<file path="src/common/lalu_pkg.sv">
`default_nettype none

package lalu_pkg;

  localparam int unsigned DATA_W = 8;
  localparam int unsigned ADDR_W = 16;
  localparam int unsigned PC_W = 13;

  ////////////////////////////////////////////////////////////////////////////
  // Special-purpose register map.
  localparam logic [7:0] ADDR_IND_PTR_UPPER = 8'h04;
  localparam logic [7:0] ADDR_IND_PTR_LOWER = 8'h05;
  localparam logic [7:0] ADDR_STACK_PTR_UPPER = 8'h06;
  localparam logic [7:0] ADDR_STACK_PTR_LOWER = 8'h07;
  localparam logic [7:0] ADDR_PROG_COUNTER_LOW_ALIAS = 8'h09;
  localparam logic [7:0] ADDR_CPU_FLAGS = 8'h0B;
  localparam logic [7:0] ADDR_DATA_PTR_UPPER = 8'h0C;
  localparam logic [7:0] ADDR_DATA_PTR_LOWER = 8'h0D;

  localparam logic [7:0] DIRECT_MIN_ADDR = 8'h01;
  localparam logic [15:0] OFFSET_MIN_ADDR = 16'h0020;

  ////////////////////////////////////////////////////////////////////////////
  // Flags register fields.
  localparam int unsigned BIT_ARITH_OVF = 0;
  localparam int unsigned BIT_NIBBLE_OVF = 1;
  localparam int unsigned BIT_NULL = 2;
  localparam int unsigned BIT_SUPPLY_DIP = 3;
  localparam int unsigned BIT_TIMEOUT = 4;
  localparam int unsigned BIT_ROM_BANK_LO = 5;
  localparam int unsigned BIT_ROM_BANK_HI = 7;

  ////////////////////////////////////////////////////////////////////////////
  // Reset values.
  localparam logic [7:0] FLAGS_RST = 8'h00;
  localparam logic [7:0] REG_RST = 8'h00;
  localparam logic [12:0] PC_RST = 13'h0000;

  ////////////////////////////////////////////////////////////////////////////
  // Operations, destination forms and addressing modes.
  typedef enum logic [2:0] {
    LALU_OP_AND,
    LALU_OP_OR,
    LALU_OP_XOR,
    LALU_OP_NOT,
    LALU_OP_JUMP
  } lalu_op_t;

  typedef enum logic [1:0] {
    LALU_FORM_TO_FILE,
    LALU_FORM_TO_ACC,
    LALU_FORM_IMM_TO_ACC
  } lalu_form_t;

  typedef enum logic [1:0] {
    LALU_MODE_DIRECT,
    LALU_MODE_INDIRECT,
    LALU_MODE_OFS_DATA,
    LALU_MODE_OFS_STACK
  } lalu_mode_t;

endpackage

`default_nettype wire

</file>
<file path="src/hw/lalu_addr_gen.sv">
`default_nettype none

module lalu_addr_gen (
  // Operand selection
  input wire lalu_pkg::lalu_mode_t mode_i,
  input wire logic [7:0] field_i,
  // Pointer values
  input wire logic [15:0] ind_ptr_i,
  input wire logic [15:0] data_ptr_i,
  input wire logic [15:0] stack_ptr_i,
  // Resolved location
  output logic [15:0] addr_o,
  output logic addr_ok_o
);

  logic [15:0] base;
  logic [16:0] sum;

  always_comb begin
    base = data_ptr_i;
    if (mode_i == lalu_pkg::LALU_MODE_OFS_STACK) begin
      base = stack_ptr_i;
    end
    // Offset is unsigned; a carry out of 16 bits is treated as out of range.
    sum = {1'b0, base} + {9'h000, field_i};
    unique case (mode_i)
      lalu_pkg::LALU_MODE_DIRECT: begin
        addr_o = {8'h00, field_i};
        addr_ok_o = (field_i >= lalu_pkg::DIRECT_MIN_ADDR);
      end
      lalu_pkg::LALU_MODE_INDIRECT: begin
        addr_o = ind_ptr_i;
        addr_ok_o = 1'b1;
      end
      lalu_pkg::LALU_MODE_OFS_DATA,
      lalu_pkg::LALU_MODE_OFS_STACK: begin
        addr_o = sum[15:0];
        addr_ok_o = !sum[16] && (sum[15:0] >= lalu_pkg::OFFSET_MIN_ADDR);
      end
    endcase
  end

endmodule

`default_nettype wire

</file>
<file path="src/hw/lalu_core.sv">
`default_nettype none

module lalu_core (
  // Clock and reset
  input wire logic mclk_i,
  input wire logic rst_n_i,
  // Instruction from the decoder
  input wire logic ins_valid_i,
  output logic ins_ready_o,
  input wire lalu_pkg::lalu_op_t ins_op_i,
  input wire lalu_pkg::lalu_form_t ins_form_i,
  input wire lalu_pkg::lalu_mode_t ins_mode_i,
  input wire logic [7:0] ins_field_i,
  input wire logic [7:0] imm_byte_i,
  input wire logic [12:0] jump_target_i,
  // Completion
  output logic done_o,
  output logic addr_err_o,
  // Data memory
  output logic mem_rd_o,
  output logic mem_wr_o,
  output logic [15:0] mem_addr_o,
  output logic [7:0] mem_wdata_o,
  input wire logic [7:0] mem_rdata_i,
  // Supervisor events
  input wire logic supply_dip_set_i,
  input wire logic timeout_set_i,
  // Architectural state
  output logic [7:0] acc_o,
  output logic [7:0] cpu_flags_o,
  output logic [12:0] pc_o
);

  typedef enum logic [1:0] {
    LALU_ST_IDLE,
    LALU_ST_FETCH,
    LALU_ST_LOAD,
    LALU_ST_WRBK
  } lalu_state_t;

  ////////////////////////////////////////////////////////////////////////////
  // Instruction sequencing.
  lalu_state_t state, next_state;
  lalu_pkg::lalu_op_t op_q, next_op_q;
  lalu_pkg::lalu_form_t form_q, next_form_q;
  logic [15:0] addr_q, next_addr_q;
  logic [7:0] imm_q, next_imm_q;
  logic [12:0] jump_q, next_jump_q;
  logic local_q, next_local_q;
  logic err_q, next_err_q;
  logic [7:0] res_q, next_res_q;
  logic null_q, next_null_q;

  // Architectural registers.
  logic [7:0] acc, next_acc;
  logic [7:0] cpu_flags, next_cpu_flags;
  logic [7:0] ind_ptr_upper, next_ind_ptr_upper;
  logic [7:0] ind_ptr_lower, next_ind_ptr_lower;
  logic [7:0] stack_ptr_upper, next_stack_ptr_upper;
  logic [7:0] stack_ptr_lower, next_stack_ptr_lower;
  logic [7:0] data_ptr_upper, next_data_ptr_upper;
  logic [7:0] data_ptr_lower, next_data_ptr_lower;
  logic [12:0] pc, next_pc;

  logic accept;
  logic [15:0] new_addr;
  logic new_addr_ok;
  logic new_local;
  logic [7:0] spr_rdata;
  logic [7:0] file_operand;
  logic [7:0] alu_result;
  logic alu_null;
  logic wb_active;
  logic wb_to_file;
  logic wb_local;

  lalu_addr_gen u_addr_gen (
    .mode_i(ins_mode_i),
    .field_i(ins_field_i),
    .ind_ptr_i({ind_ptr_upper, ind_ptr_lower}),
    .data_ptr_i({data_ptr_upper, data_ptr_lower}),
    .stack_ptr_i({stack_ptr_upper, stack_ptr_lower}),
    .addr_o(new_addr),
    .addr_ok_o(new_addr_ok)
  );

  lalu_logic_unit u_logic_unit (
    .op_i(op_q),
    .form_i(form_q),
    .acc_i(acc),
    .file_operand_i(file_operand),
    .imm_byte_i(imm_q),
    .result_o(alu_result),
    .null_o(alu_null)
  );

  assign ins_ready_o = (state == LALU_ST_IDLE);
  assign accept = ins_valid_i && ins_ready_o;

  ////////////////////////////////////////////////////////////////////////////
  // Special-purpose register decode and read path.
  always_comb begin
    new_local = 1'b0;
    if (new_addr[15:8] == 8'h00) begin
      case (new_addr[7:0])
        lalu_pkg::ADDR_IND_PTR_UPPER, lalu_pkg::ADDR_IND_PTR_LOWER,
        lalu_pkg::ADDR_STACK_PTR_UPPER, lalu_pkg::ADDR_STACK_PTR_LOWER,
        lalu_pkg::ADDR_PROG_COUNTER_LOW_ALIAS, lalu_pkg::ADDR_CPU_FLAGS,
        lalu_pkg::ADDR_DATA_PTR_UPPER, lalu_pkg::ADDR_DATA_PTR_LOWER: new_local = 1'b1;
        default: new_local = 1'b0;
      endcase
    end
  end

  always_comb begin
    case (addr_q[7:0])
      lalu_pkg::ADDR_IND_PTR_UPPER: spr_rdata = ind_ptr_upper;
      lalu_pkg::ADDR_IND_PTR_LOWER: spr_rdata = ind_ptr_lower;
      lalu_pkg::ADDR_STACK_PTR_UPPER: spr_rdata = stack_ptr_upper;
      lalu_pkg::ADDR_STACK_PTR_LOWER: spr_rdata = stack_ptr_lower;
      lalu_pkg::ADDR_PROG_COUNTER_LOW_ALIAS: spr_rdata = pc[7:0];
      lalu_pkg::ADDR_CPU_FLAGS: spr_rdata = cpu_flags;
      lalu_pkg::ADDR_DATA_PTR_UPPER: spr_rdata = data_ptr_upper;
      lalu_pkg::ADDR_DATA_PTR_LOWER: spr_rdata = data_ptr_lower;
      default: spr_rdata = 8'h00;
    endcase
    // Memory answers the cycle after the read strobe, which is the load cycle.
    file_operand = local_q ? spr_rdata : mem_rdata_i;
  end

  ////////////////////////////////////////////////////////////////////////////
  // Sequencer: idle, optional memory fetch, compute, write back.
  always_comb begin
    next_state = state;
    next_op_q = op_q;
    next_form_q = form_q;
    next_addr_q = addr_q;
    next_imm_q = imm_q;
    next_jump_q = jump_q;
    next_local_q = local_q;
    next_err_q = err_q;
    next_res_q = res_q;
    next_null_q = null_q;
    unique case (state)
      LALU_ST_IDLE: begin
        if (accept) begin
          next_op_q = ins_op_i;
          next_form_q = ins_form_i;
          next_addr_q = new_addr;
          next_imm_q = imm_byte_i;
          next_jump_q = jump_target_i;
          next_local_q = new_local;
          next_err_q = 1'b0;
          if (ins_op_i == lalu_pkg::LALU_OP_JUMP) begin
            next_state = LALU_ST_WRBK;
          end else if (ins_form_i == lalu_pkg::LALU_FORM_IMM_TO_ACC &&
                       ins_op_i != lalu_pkg::LALU_OP_NOT) begin
            next_state = LALU_ST_LOAD;
          end else if (!new_addr_ok) begin
            // Out-of-range operand: no access; only the program counter advances.
            next_err_q = 1'b1;
            next_state = LALU_ST_WRBK;
          end else if (new_local) begin
            next_state = LALU_ST_LOAD;
          end else begin
            next_state = LALU_ST_FETCH;
          end
        end
      end
      LALU_ST_FETCH: begin
        next_state = LALU_ST_LOAD;
      end
      LALU_ST_LOAD: begin
        next_res_q = alu_result;
        next_null_q = alu_null;
        next_state = LALU_ST_WRBK;
      end
      LALU_ST_WRBK: begin
        next_state = LALU_ST_IDLE;
      end
    endcase
  end

  always_ff @(posedge mclk_i or negedge rst_n_i) begin
    if (!rst_n_i) begin
      state <= LALU_ST_IDLE;
      op_q <= lalu_pkg::LALU_OP_AND;
      form_q <= lalu_pkg::LALU_FORM_TO_ACC;
      addr_q <= 16'h0000;
      imm_q <= 8'h00;
      jump_q <= 13'h0000;
      local_q <= 1'b0;
      err_q <= 1'b0;
      res_q <= 8'h00;
      null_q <= 1'b0;
    end else begin
      state <= next_state;
      op_q <= next_op_q;
      form_q <= next_form_q;
      addr_q <= next_addr_q;
      imm_q <= next_imm_q;
      jump_q <= next_jump_q;
      local_q <= next_local_q;
      err_q <= next_err_q;
      res_q <= next_res_q;
      null_q <= next_null_q;
    end
  end

  assign wb_active = (state == LALU_ST_WRBK) && !err_q && (op_q != lalu_pkg::LALU_OP_JUMP);
  assign wb_to_file = wb_active && (form_q == lalu_pkg::LALU_FORM_TO_FILE);
  assign wb_local = wb_to_file && local_q;

  assign mem_rd_o = (state == LALU_ST_FETCH);
  assign mem_wr_o = wb_to_file && !local_q;
  assign mem_addr_o = addr_q;
  assign mem_wdata_o = res_q;
  assign done_o = (state == LALU_ST_WRBK);
  assign addr_err_o = (state == LALU_ST_WRBK) && err_q;

  ////////////////////////////////////////////////////////////////////////////
  // Architectural registers.
  always_comb begin
    next_acc = acc;
    next_cpu_flags = cpu_flags;
    next_ind_ptr_upper = ind_ptr_upper;
    next_ind_ptr_lower = ind_ptr_lower;
    next_stack_ptr_upper = stack_ptr_upper;
    next_stack_ptr_lower = stack_ptr_lower;
    next_data_ptr_upper = data_ptr_upper;
    next_data_ptr_lower = data_ptr_lower;
    next_pc = pc;
    if (state == LALU_ST_WRBK) begin
      if (op_q == lalu_pkg::LALU_OP_JUMP) begin
        next_pc = jump_q;
      end else begin
        next_pc = pc + 13'h0001;
      end
    end
    if (wb_active && !wb_to_file) begin
      next_acc = res_q;
    end
    if (wb_local) begin
      case (addr_q[7:0])
        lalu_pkg::ADDR_IND_PTR_UPPER: next_ind_ptr_upper = res_q;
        lalu_pkg::ADDR_IND_PTR_LOWER: next_ind_ptr_lower = res_q;
        lalu_pkg::ADDR_STACK_PTR_UPPER: next_stack_ptr_upper = res_q;
        lalu_pkg::ADDR_STACK_PTR_LOWER: next_stack_ptr_lower = res_q;
        lalu_pkg::ADDR_PROG_COUNTER_LOW_ALIAS: next_pc = {pc[12:8], res_q};
        lalu_pkg::ADDR_CPU_FLAGS: next_cpu_flags = res_q;
        lalu_pkg::ADDR_DATA_PTR_UPPER: next_data_ptr_upper = res_q;
        lalu_pkg::ADDR_DATA_PTR_LOWER: next_data_ptr_lower = res_q;
        default: ;
      endcase
    end
    // The zero test wins over a value written into the flags themselves.
    if (wb_active) begin
      next_cpu_flags[lalu_pkg::BIT_NULL] = null_q;
    end
    // Supervisor events are never lost to a simultaneous software clear.
    if (supply_dip_set_i) begin
      next_cpu_flags[lalu_pkg::BIT_SUPPLY_DIP] = 1'b1;
    end
    if (timeout_set_i) begin
      next_cpu_flags[lalu_pkg::BIT_TIMEOUT] = 1'b1;
    end
  end

  always_ff @(posedge mclk_i or negedge rst_n_i) begin
    if (!rst_n_i) begin
      acc <= lalu_pkg::REG_RST;
      cpu_flags <= lalu_pkg::FLAGS_RST;
      ind_ptr_upper <= lalu_pkg::REG_RST;
      ind_ptr_lower <= lalu_pkg::REG_RST;
      stack_ptr_upper <= lalu_pkg::REG_RST;
      stack_ptr_lower <= lalu_pkg::REG_RST;
      data_ptr_upper <= lalu_pkg::REG_RST;
      data_ptr_lower <= lalu_pkg::REG_RST;
      pc <= lalu_pkg::PC_RST;
    end else begin
      acc <= next_acc;
      cpu_flags <= next_cpu_flags;
      ind_ptr_upper <= next_ind_ptr_upper;
      ind_ptr_lower <= next_ind_ptr_lower;
      stack_ptr_upper <= next_stack_ptr_upper;
      stack_ptr_lower <= next_stack_ptr_lower;
      data_ptr_upper <= next_data_ptr_upper;
      data_ptr_lower <= next_data_ptr_lower;
      pc <= next_pc;
    end
  end

  assign acc_o = acc;
  assign cpu_flags_o = cpu_flags;
  assign pc_o = pc;
endmodule

`default_nettype wire

</file>
<file path="src/hw/lalu_logic_unit.sv">
`default_nettype none

module lalu_logic_unit (
  // Operation
  input wire lalu_pkg::lalu_op_t op_i,
  input wire lalu_pkg::lalu_form_t form_i,
  // Operands
  input wire logic [7:0] acc_i,
  input wire logic [7:0] file_operand_i,
  input wire logic [7:0] imm_byte_i,
  // Result
  output logic [7:0] result_o,
  output logic null_o
);

  logic [7:0] operand_b;

  always_comb begin
    operand_b = file_operand_i;
    if (form_i == lalu_pkg::LALU_FORM_IMM_TO_ACC) begin
      operand_b = imm_byte_i;
    end
    case (op_i)
      lalu_pkg::LALU_OP_AND: result_o = acc_i & operand_b;
      lalu_pkg::LALU_OP_OR: result_o = acc_i | operand_b;
      lalu_pkg::LALU_OP_XOR: result_o = acc_i ^ operand_b;
      lalu_pkg::LALU_OP_NOT: result_o = ~file_operand_i;
      default: result_o = 8'h00;
    endcase
    null_o = (result_o == 8'h00);
  end

endmodule

`default_nettype wire

</file>
<file path="config.mk">
export PLATFORM = sky130hd
export DESIGN_NAME = lalu_core
export DESIGN_NICKNAME = d
export VERILOG_FILES = /design/src/common/lalu_pkg.sv /design/src/hw/lalu_addr_gen.sv /design/src/hw/lalu_core.sv /design/src/hw/lalu_logic_unit.sv
export SDC_FILE = /design/constraint.sdc
export NUM_CORES = 1
export LEC_CHECK = 0
export BUFFER_PORTS_ARGS = -buffer_cell sky130_fd_sc_hd__buf_2
export CAP_MARGIN = 10
export CORE_UTILIZATION = 59
export DETAILED_ROUTE_END_ITERATION = 10
export HOLD_SLACK_MARGIN = 0.1
export PLACE_DENSITY = 0.89
export SLEW_MARGIN = 10
export SYNTH_ARGS = -nofsm -noshare
export SYNTH_HDL_FRONTEND = slang
export SYNTH_SLANG_ARGS = --single-unit
</file>
<file path="constraint.sdc">
create_clock -name mclk_i -period 3.9 [get_ports mclk_i]
set_input_delay 0.78 -clock mclk_i [delete_from_list [all_inputs] [get_ports mclk_i]]
set_output_delay 0.78 -clock mclk_i [all_outputs]
set_load 0.02 [all_outputs]
</file>
* Word-level counts from Yosys, hierarchy flattened
Memories as Yosys holds them, arrays and structs flattened.
Cells that the tools add are included.
** Word-level totals
- Register bits after elaboration :: 132
- Bits in latches :: 0
- RAM bits :: 0
- Memory bits (read-only) :: 16
- Input port bits :: 49
- Output and inout bits :: 58
- Word-level logic and storage cells :: 123
- Memories kept :: 1
** Memories
- (no name shown) :: words 16, bits a word 1, rd ports 1, clocked after Yosys merged registers in 0, wr ports 0, line lalu_core.sv:105 : case (new_addr[7:0])
** Cells by class
- $add $sub $neg :: 2
- Multipliers :: 0
- Div/mod/pow operators :: 0
- $lt $le $gt $ge :: 2
- Equality and inequality tests :: 25
- Shifts and indexed selects :: 0
- Muxes and demuxes :: 27
- Bitwise operators :: 4
- Reductions and logical operators :: 39
** Operators by type and width (count)
- $pmux 8 s8 :: 1
- $mux 13 :: 4
- $pmux 16 s3 :: 1
- $eq 8x3->1 const B :: 4
- $eq 8x4->1 const B :: 4
- $pmux 8 s4 :: 1
- $reduce_and 2->1 :: 11
- $add 16x8->17 :: 1
- $ge 16x6->1 const B :: 1
- $logic_not 8->1 :: 2
- $mux 16 :: 1
- $mux 8 :: 2
- $add 13x1->13 const B :: 1
- $eq 2x2->1 const B :: 6
- $reduce_bool 2->1 :: 6
- $logic_and 1x1->1 :: 10
- $mux 2 :: 5
- $mux 5 :: 2
- $and 8x8->8 :: 1
- $ge 8x1->1 const B :: 1
- $mux 1 :: 8
- $not 8->8 :: 1
- $or 8x8->8 :: 1
- $pmux 2 s4 :: 1
- other kinds (15) :: 23

* Longest topological paths before layout
- Depth after elaboration :: 13
- Depth in mapped cells :: 17
- Depth with buffers taken out :: 15

* Modules after synthesis
Synthesis repeated with hierarchy kept, for this count alone.
** Unflattened totals
- Cells, all modules :: 766
- Area, all modules :: 8136.6 um^2
** By module, submodules not included
- lalu_core :: times used 1, cells each 495, area an instance 6197.2 um^2, sequential area each 3304.4 um^2
- lalu_addr_gen :: times used 1, cells each 171, area an instance 1232.4 um^2, sequential area each 0.0 um^2
- lalu_logic_unit :: times used 1, cells each 100, area an instance 706.9 um^2, sequential area each 0.0 um^2

* Worst setup path after synthesis
Ideal clock, no wire load.
- Path type :: input port to flip-flop
- Start point :: input port ins_mode_i[1]
- End point :: register state[1]
- Data arrival time :: 3.902 ns
- Setup slack :: -0.084 ns
- Stages :: 16
- Path through :: buf_2 > and2_1 > buf_4 > buf_2 > nand2_1 > nand2_1 > ha_1 > fa_1 > a21o_1 > a2111o_1 > o221ai_1 > o211ai_1 > a2111oi_0 > nand4_1 > or3_1 > a31oi_1
** Between the ends
- Longest elaborated chain between the ends :: 13
** RTL lines
- start: declaration :: line lalu_core.sv:12 : input wire lalu_pkg::lalu_mode_t ins_mode_i,
- $eq 2x2->1 :: line lalu_addr_gen.sv:21, lalu_addr_gen.sv:26
- $mux 16 :: line lalu_addr_gen.sv:21 : if (mode_i == lalu_pkg::LALU_MODE_OFS_STACK) begin
- $add 16x8->17 :: line lalu_addr_gen.sv:25 : sum = {1'b0, base} + {9'h000, field_i};
- $pmux 16 s3 :: line lalu_addr_gen.sv:26 : unique case (mode_i)
- $mem_v2 16x1 or $logic_not 4->1 (tied branches)
- $mux 1 :: line lalu_core.sv:105
- $mux 1 :: line lalu_core.sv:104 : if (new_addr[15:8] == 8'h00) begin
- $mux 2 :: line lalu_core.sv:163 : end else if (new_local) begin
- $mux 2 * :: line lalu_core.sv:159 : end else if (!new_addr_ok) begin
- $mux 2 * :: line lalu_core.sv:156 : end else if (ins_form_i == lalu_pkg::LALU_FORM_IMM_TO_ACC &&
- $mux 2 * :: line lalu_core.sv:154 : if (ins_op_i == lalu_pkg::LALU_OP_JUMP) begin
- $mux 2 * :: line lalu_core.sv:146 : if (accept) begin
- $pmux 2 s4 * :: line lalu_core.sv:144 : unique case (state)
- end signal: assignment :: line lalu_core.sv:197 : state <= next_state;
- end: declaration :: line lalu_core.sv:43 : lalu_state_t state, next_state;
Mark *: on every way between the ends. The rest lies on a longest branch, timed or not. The select of a mux whose other input is x is not followed.
A chain may end at the register's enable or synchronous reset.

* Final worst setup path
- Start point :: register addr_q[5] (netlist: mem_addr_o[5])
- End point :: register null_q
** Between the ends
- Longest elaborated chain between the ends :: 7
** RTL lines
- start: declaration :: line lalu_core.sv:46 : logic [15:0] addr_q, next_addr_q;
- start signal: assignment :: line lalu_core.sv:200 : addr_q <= next_addr_q;
- $eq 8x4->1 or $eq 8x3->1 (tied branches) :: line lalu_core.sv:116 : case (addr_q[7:0])
- $pmux 8 s8 * :: line lalu_core.sv:116
- $mux 8 * :: line lalu_core.sv:128 : file_operand = local_q ? spr_rdata : mem_rdata_i;
- $mux 8 :: line lalu_logic_unit.sv:20 : if (form_i == lalu_pkg::LALU_FORM_IMM_TO_ACC) begin
- $xor 8x8->8 (tied with other cells) :: line lalu_logic_unit.sv:26 : lalu_pkg::LALU_OP_XOR: result_o = acc_i ^ operand_b;
- $pmux 8 s4 * :: line lalu_logic_unit.sv:23 : case (op_i)
- $logic_not 8->1 * :: line lalu_logic_unit.sv:30 : null_o = (result_o == 8'h00);
- end signal: assignment :: line lalu_core.sv:206 : null_q <= next_null_q;
- end: declaration :: line lalu_core.sv:52 : logic null_q, next_null_q;
Mark *: on every way between the ends. The rest lies on a longest branch, timed or not.

==> summary.md <==
| Metric | Value |
|---|---|
| Type of origin of the critical path | `flip-flop` |
| Chip height | `approximately 120 um` |
| CTS Buf Count | `17` |
| Finish-stage setup viols | `0` |
| Clock tree skew after final layout | `0.0109 ns` |
| Detailed-routing iteration count for the pre-antenna-repair pass | `6` |
| Largest voltage drop on the vdd net | `0.436 mV` |
| Post-route worst hold slack | `between 0.3 and 0.4 ns` |
| Unrepaired setup endpoints after global routing | `false` |
| Overall overflow remaining after global route | `0` |
| Combinational family with the most area after synthesis | `simple AND/OR/NAND/NOR gates` |
| Maximum buffer depth of the clock tree | `2` |
| Number of top-level pins | `107` |
| Number of antenna violations at the first check in global routing | `0` |
| Die width | `121 um` |
| Clock power share | `0.275` |
| Slew at the pin closest to its max-slew limit | `about 1.1 ns` |
| Switching power | `roughly 0.0026 W` |
| Max capacitance violation total | `0` |
| Share of total power in sequential cells | `0.350` |
| Reg2Reg Depth | `13` |
| Area after DPL | `around 9000 um2` |
| Worst reg2reg startpoint | `mem_addr_o[5]` |
| Share of flip-flops with an asynchronous set or reset after synthesis | `1.00` |
| Final HPWL from detailed placement | `between 15 and 20 mm` |
| Cell family with most CP delay | `simple AND/OR/NAND/NOR gates` |
| Register clock-pin slew on the reported worst setup and hold paths | `0.06 ns` |
| Setup crit end kind | `flip-flop` |
| # rows | `42` |
| Die ar. | `14,600 um2` |
| Fin crit share | `0.945` |
| CTS root buffer | `sky130_fd_sc_hd__clkbuf_16` |
| Net count reported at finish | `roughly 1,100` |
| Switching power share of the total | `0.413` |
| Routed WL | `26.2 mm` |
| Cells after Synth | `roughly 900` |
| Logic depth of the worst path, buffers included | `13` |
| Hold violation count in the final report | `0` |
| Count of vias placed by the detailed router | `about 7,900` |
| Global-route wire length before repair | `41.6 mm` |
| Mean routed wirelength per cell | `21.7 um` |
| Starting density of the core | `0.615` |
| Vias in the first global route | `between 7,000 and 8,000` |
| Final core utilization | `0.726` |
| Path type of the worst setup path | `reg -> reg` |
| Total global routing track utilization | `0.379` |
| Detailed-route DRC error count | `0` |
| Worst min-delay path category | `in -> async` |
| Fraction of power consumed by combinational cells | `0.376` |
| Part of the Yosys area used for sequential elements | `0.398` |
| Critical Path RT | `4.23 ns` |
| Number of DRC markers after the initial detailed-route iteration | `between 800 and 900` |
| H-tree depth | `4` |
| PortBufs | `106` |
| Terminus of the critical flop-to-flop path | `null_q` |
| Termination of the worst setup path | `null_q` |
| Number of synthesis warnings | `0` |
| Clk_lat worst skew | `around 0.44 ns` |
| Total buffers and inverters traversed by the critical path | `1` |
| Post-synthesis average cell area | `9.24 um2` |
| Worst path arrival time | `4.02 ns` |
| Non-filler instance count after layout | `around 1,200` |
| Share of synthesized cell area in and, or, nand and nor gates | `0.191` |
| Layout cells sized above 1 | `0.278` |
| Critical path's slowest cell | `sky130_fd_sc_hd__or4_4` |
| Share of the synthesized netlist area taken by xor and xnor gates | `0.00949` |
| Layout Area Growth over Synthesis | `18.1%` |
| Mapped cell area | `approximately 8300 um2` |
| Highest cell delay on the worst timing path | `approximately 0.64 ns` |
| Leakage power | `between 4 and 5 nW` |
| Largest fanout of any net on the critical path | `8` |
| Max Slew Vio Count | `0` |
| Setup tns final | `0 ns` |
| Post-DR vias/cell | `6.52` |
| Number of placed instances, taps included | `~1,200` |
| Syn Nets | `978` |
| Result of the run | `complete, no violations` |
| Critical path origin | `mem_addr_o[5]` |
| Antenna diode count | `0` |
| Clock net sink count | `132` |
| Quantity of hold-fixing buffers added after cts | `0` |
| Worst-case headroom to the max-slew limit | `0.288` |
| Highest achievable clock rate | `about 0.27 GHz` |
| Number of fill cells in the layout | `1,006` |
| Number of synthesized register bits | `about 130` |
| Compound-gate portion of the synthesized area | `0.169` |
| Predominant post-synthesis flop cell | `sky130_fd_sc_hd__dfrtp_1` |
| Register-to-register setup slack | `0.22 ns` |
| Final instance area | `9810 um2` |
| Fraction of the mapped netlist area in adder cells | `0.0461` |
| Pin count of the biggest net entering global routing | `85` |
| Multiplexer share of the synthesized area | `0.135` |
| Placer's final routability congestion estimate | `1.03` |
| Ordered cell list for the critical path | `or4_4 -> or2_1 -> o32ai_2 -> a211oi_1 -> o2bb2ai_1 -> mux2_2 -> inv_1 -> ha_1 -> mux2i_1 -> o32a_2 -> o21ai_1 -> or3_1 -> o31ai_2` |
| Antenna Nets Post-Route | `0` |
| PD cells | `651 nW/um2` |
| P_int | `0.00375 W` |
| Count of flip-flops with a built-in enable after synthesis | `0` |
| CTS tree | `done` |
| Final critical delay including setup and external delays | `between 3 and 4 ns` |
| Core outline area | `around 14,000 um2` |
| Number of different library cells in the post-synthesis netlist | `77` |
==> flip-flops by register name, summed over array words and instances, names as in the netlist, 2 cells and up <==
name             cells
data_ptr_lower       8
imm_q                8
state                2
op_q                 3
form_q               2
acc_o                8
mem_wdata_o          8
data_ptr_upper       8
cpu_flags_o          8
stack_ptr_lower      8
jump_q              13
stack_ptr_upper      8
ind_ptr_lower        8
mem_addr_o          16
pc_o                13
ind_ptr_upper        8
==> cell usage after synthesis, types with 7 or more instances <==
master | instances | share of area
sky130_fd_sc_hd__nand4_1 | 11 | 0.0083
sky130_fd_sc_hd__o31ai_1 | 7 | 0.0063
sky130_fd_sc_hd__o211ai_1 | 8 | 0.0072
sky130_fd_sc_hd__clkbuf_8 | 7 | 0.012
sky130_fd_sc_hd__clkbuf_1 | 23 | 0.010
sky130_fd_sc_hd__o21a_1 | 8 | 0.0072
sky130_fd_sc_hd__dfrtp_1 | 131 | 0.39
sky130_fd_sc_hd__nor2b_1 | 14 | 0.011
sky130_fd_sc_hd__a211oi_1 | 16 | 0.014
sky130_fd_sc_hd__a21o_1 | 7 | 0.0063
sky130_fd_sc_hd__nand2_1 | 195 | 0.088
sky130_fd_sc_hd__nor2_1 | 27 | 0.012
sky130_fd_sc_hd__mux2_2 | 70 | 0.095
sky130_fd_sc_hd__a21oi_1 | 25 | 0.015
sky130_fd_sc_hd__and3_1 | 11 | 0.0083
sky130_fd_sc_hd__ha_1 | 29 | 0.044
sky130_fd_sc_hd__a31oi_1 | 7 | 0.0053
sky130_fd_sc_hd__nor3_1 | 7 | 0.0042
sky130_fd_sc_hd__a22oi_1 | 16 | 0.014
sky130_fd_sc_hd__o21ai_0 | 64 | 0.039
sky130_fd_sc_hd__xnor2_1 | 7 | 0.0074
sky130_fd_sc_hd__nand3_1 | 18 | 0.011
sky130_fd_sc_hd__mux2i_1 | 29 | 0.035
sky130_fd_sc_hd__inv_1 | 27 | 0.012
sky130_fd_sc_hd__buf_2 | 9 | 0.0054
==> layout by cell type, fill, tap and decap left out, types with 6 or more instances in the layout <==
master	Yosys	final
sky130_fd_sc_hd__a21o_1	7	7
sky130_fd_sc_hd__mux2_2	70	70
sky130_fd_sc_hd__nand4_1	11	11
sky130_fd_sc_hd__a21oi_1	25	25
sky130_fd_sc_hd__and2_1	5	6
sky130_fd_sc_hd__o31ai_1	7	7
sky130_fd_sc_hd__o211ai_1	8	8
sky130_fd_sc_hd__buf_4	3	52
sky130_fd_sc_hd__a22oi_1	16	16
sky130_fd_sc_hd__nand3_1	18	18
sky130_fd_sc_hd__nor2_1	27	27
sky130_fd_sc_hd__o22ai_1	6	6
sky130_fd_sc_hd__nand2_1	195	195
sky130_fd_sc_hd__a211oi_1	16	16
sky130_fd_sc_hd__clkbuf_16	0	17
sky130_fd_sc_hd__ha_1	29	28
sky130_fd_sc_hd__mux2i_1	29	29
sky130_fd_sc_hd__and3_1	11	11
sky130_fd_sc_hd__buf_2	9	105
sky130_fd_sc_hd__a31oi_1	7	7
sky130_fd_sc_hd__o21a_1	8	8
sky130_fd_sc_hd__nor2b_1	14	14
sky130_fd_sc_hd__inv_1	27	27
sky130_fd_sc_hd__dfrtp_1	131	131
sky130_fd_sc_hd__o21ai_0	64	64
sky130_fd_sc_hd__nor3_1	7	7
sky130_fd_sc_hd__xnor2_1	7	7
==> timing repair <==
item / CTS / global route
setup endpoints to repair: 0 / 4
resized for setup: 0 / 3
buffers inserted: 0 / 0
endpoints found under the hold margin: 0 / 0
==> per-layer routing <==
metal	routed length, um	part of all wire	GRT usage	vias to the layer above
li1	-	-	-	3482
met1	10300	0.39	0.502	3819
met2	11900	0.45	0.582	498
met3	2940	0.11	0.0995	99
met4	1130	0.043	0.177	0
met5	0	0	0	-
==> how the worst min path moves through the flow <==
| stage | depth (start not counted) | slack, ns | startpoint | to |
|---|---|---|---|---|
| finish | 1 | 0.37 | rst_n_i | jump_q[10] |
| floorplan | 2 | 0.44 | imm_q[1] | imm_q[1] |
| global route | 1 | 0.42 | rst_n_i | jump_q[10] |
| CTS | 1 | 0.38 | rst_n_i | jump_q[10] |
| detailed placement | 2 | 0.46 | mem_addr_o[14] | mem_addr_o[14] |
| global placement | 2 | 0.45 | jump_q[2] | jump_q[2] |
==> worst reg2reg max path: cells and delay by family (launching register included) <==
kind            cells  cell delay [ns]
mux                 2             0.34
flops               1             0.40
buf+inv             1             0.04
fa+ha+maj           1             0.26
simple gates        3             1.40
compound gates      6             1.14
==> power groups by stage <==
stage / logic, W / registers, W / clock network [W]
6_report: 0.00240 / 0.00224 / 0.00175
5_1_grt: 0.00263 / 0.00226 / 0.00182
4_1_cts: 0.00236 / 0.00220 / 0.00176
3_5_place_dp: 0.00231 / 0.00221 / 0
3_3_place_gp: 0.00224 / 0.00220 / 0
2_1_floorplan: 0.00156 / 0.00221 / 0
==> stage by stage <==
| stage | worst slack, ns | power (W) |
|---|---|---|
| after CTS | 0.177 | 0.00632 |
| after detailed placement | -0.137 | 0.00453 |
| after global placement | 0.0481 | 0.00444 |
| after floorplan | 0.00888 | 0.00377 |
| after global routing | 0.0373 | 0.00670 |
| final | 0.216 | 0.00639 |
==> layout make-up <==
class | instances | area, um2 | area share
sequential | 132 | 3300 | 0.337
multi-input combinational | 685 | 4600 | 0.469
clock buffer | 23 | 498 | 0.0508
tap | 176 | 220 | 0.0225
inverter | 28 | 105 | 0.0107
clock inverter | 9 | 148 | 0.0151
timing repair buffer | 158 | 936 | 0.0954
==> logic make-up (layout without fill, tap and decap cells) <==
kind of cell	count (synthesis)	count (layout)
xor+xnor	9	9
flops	132	132
simple gates	336	336
fa+ha+maj	30	30
compound gates	209	209
buf+inv	82	218
mux	101	101
Power figures use the tool's default switching activity.
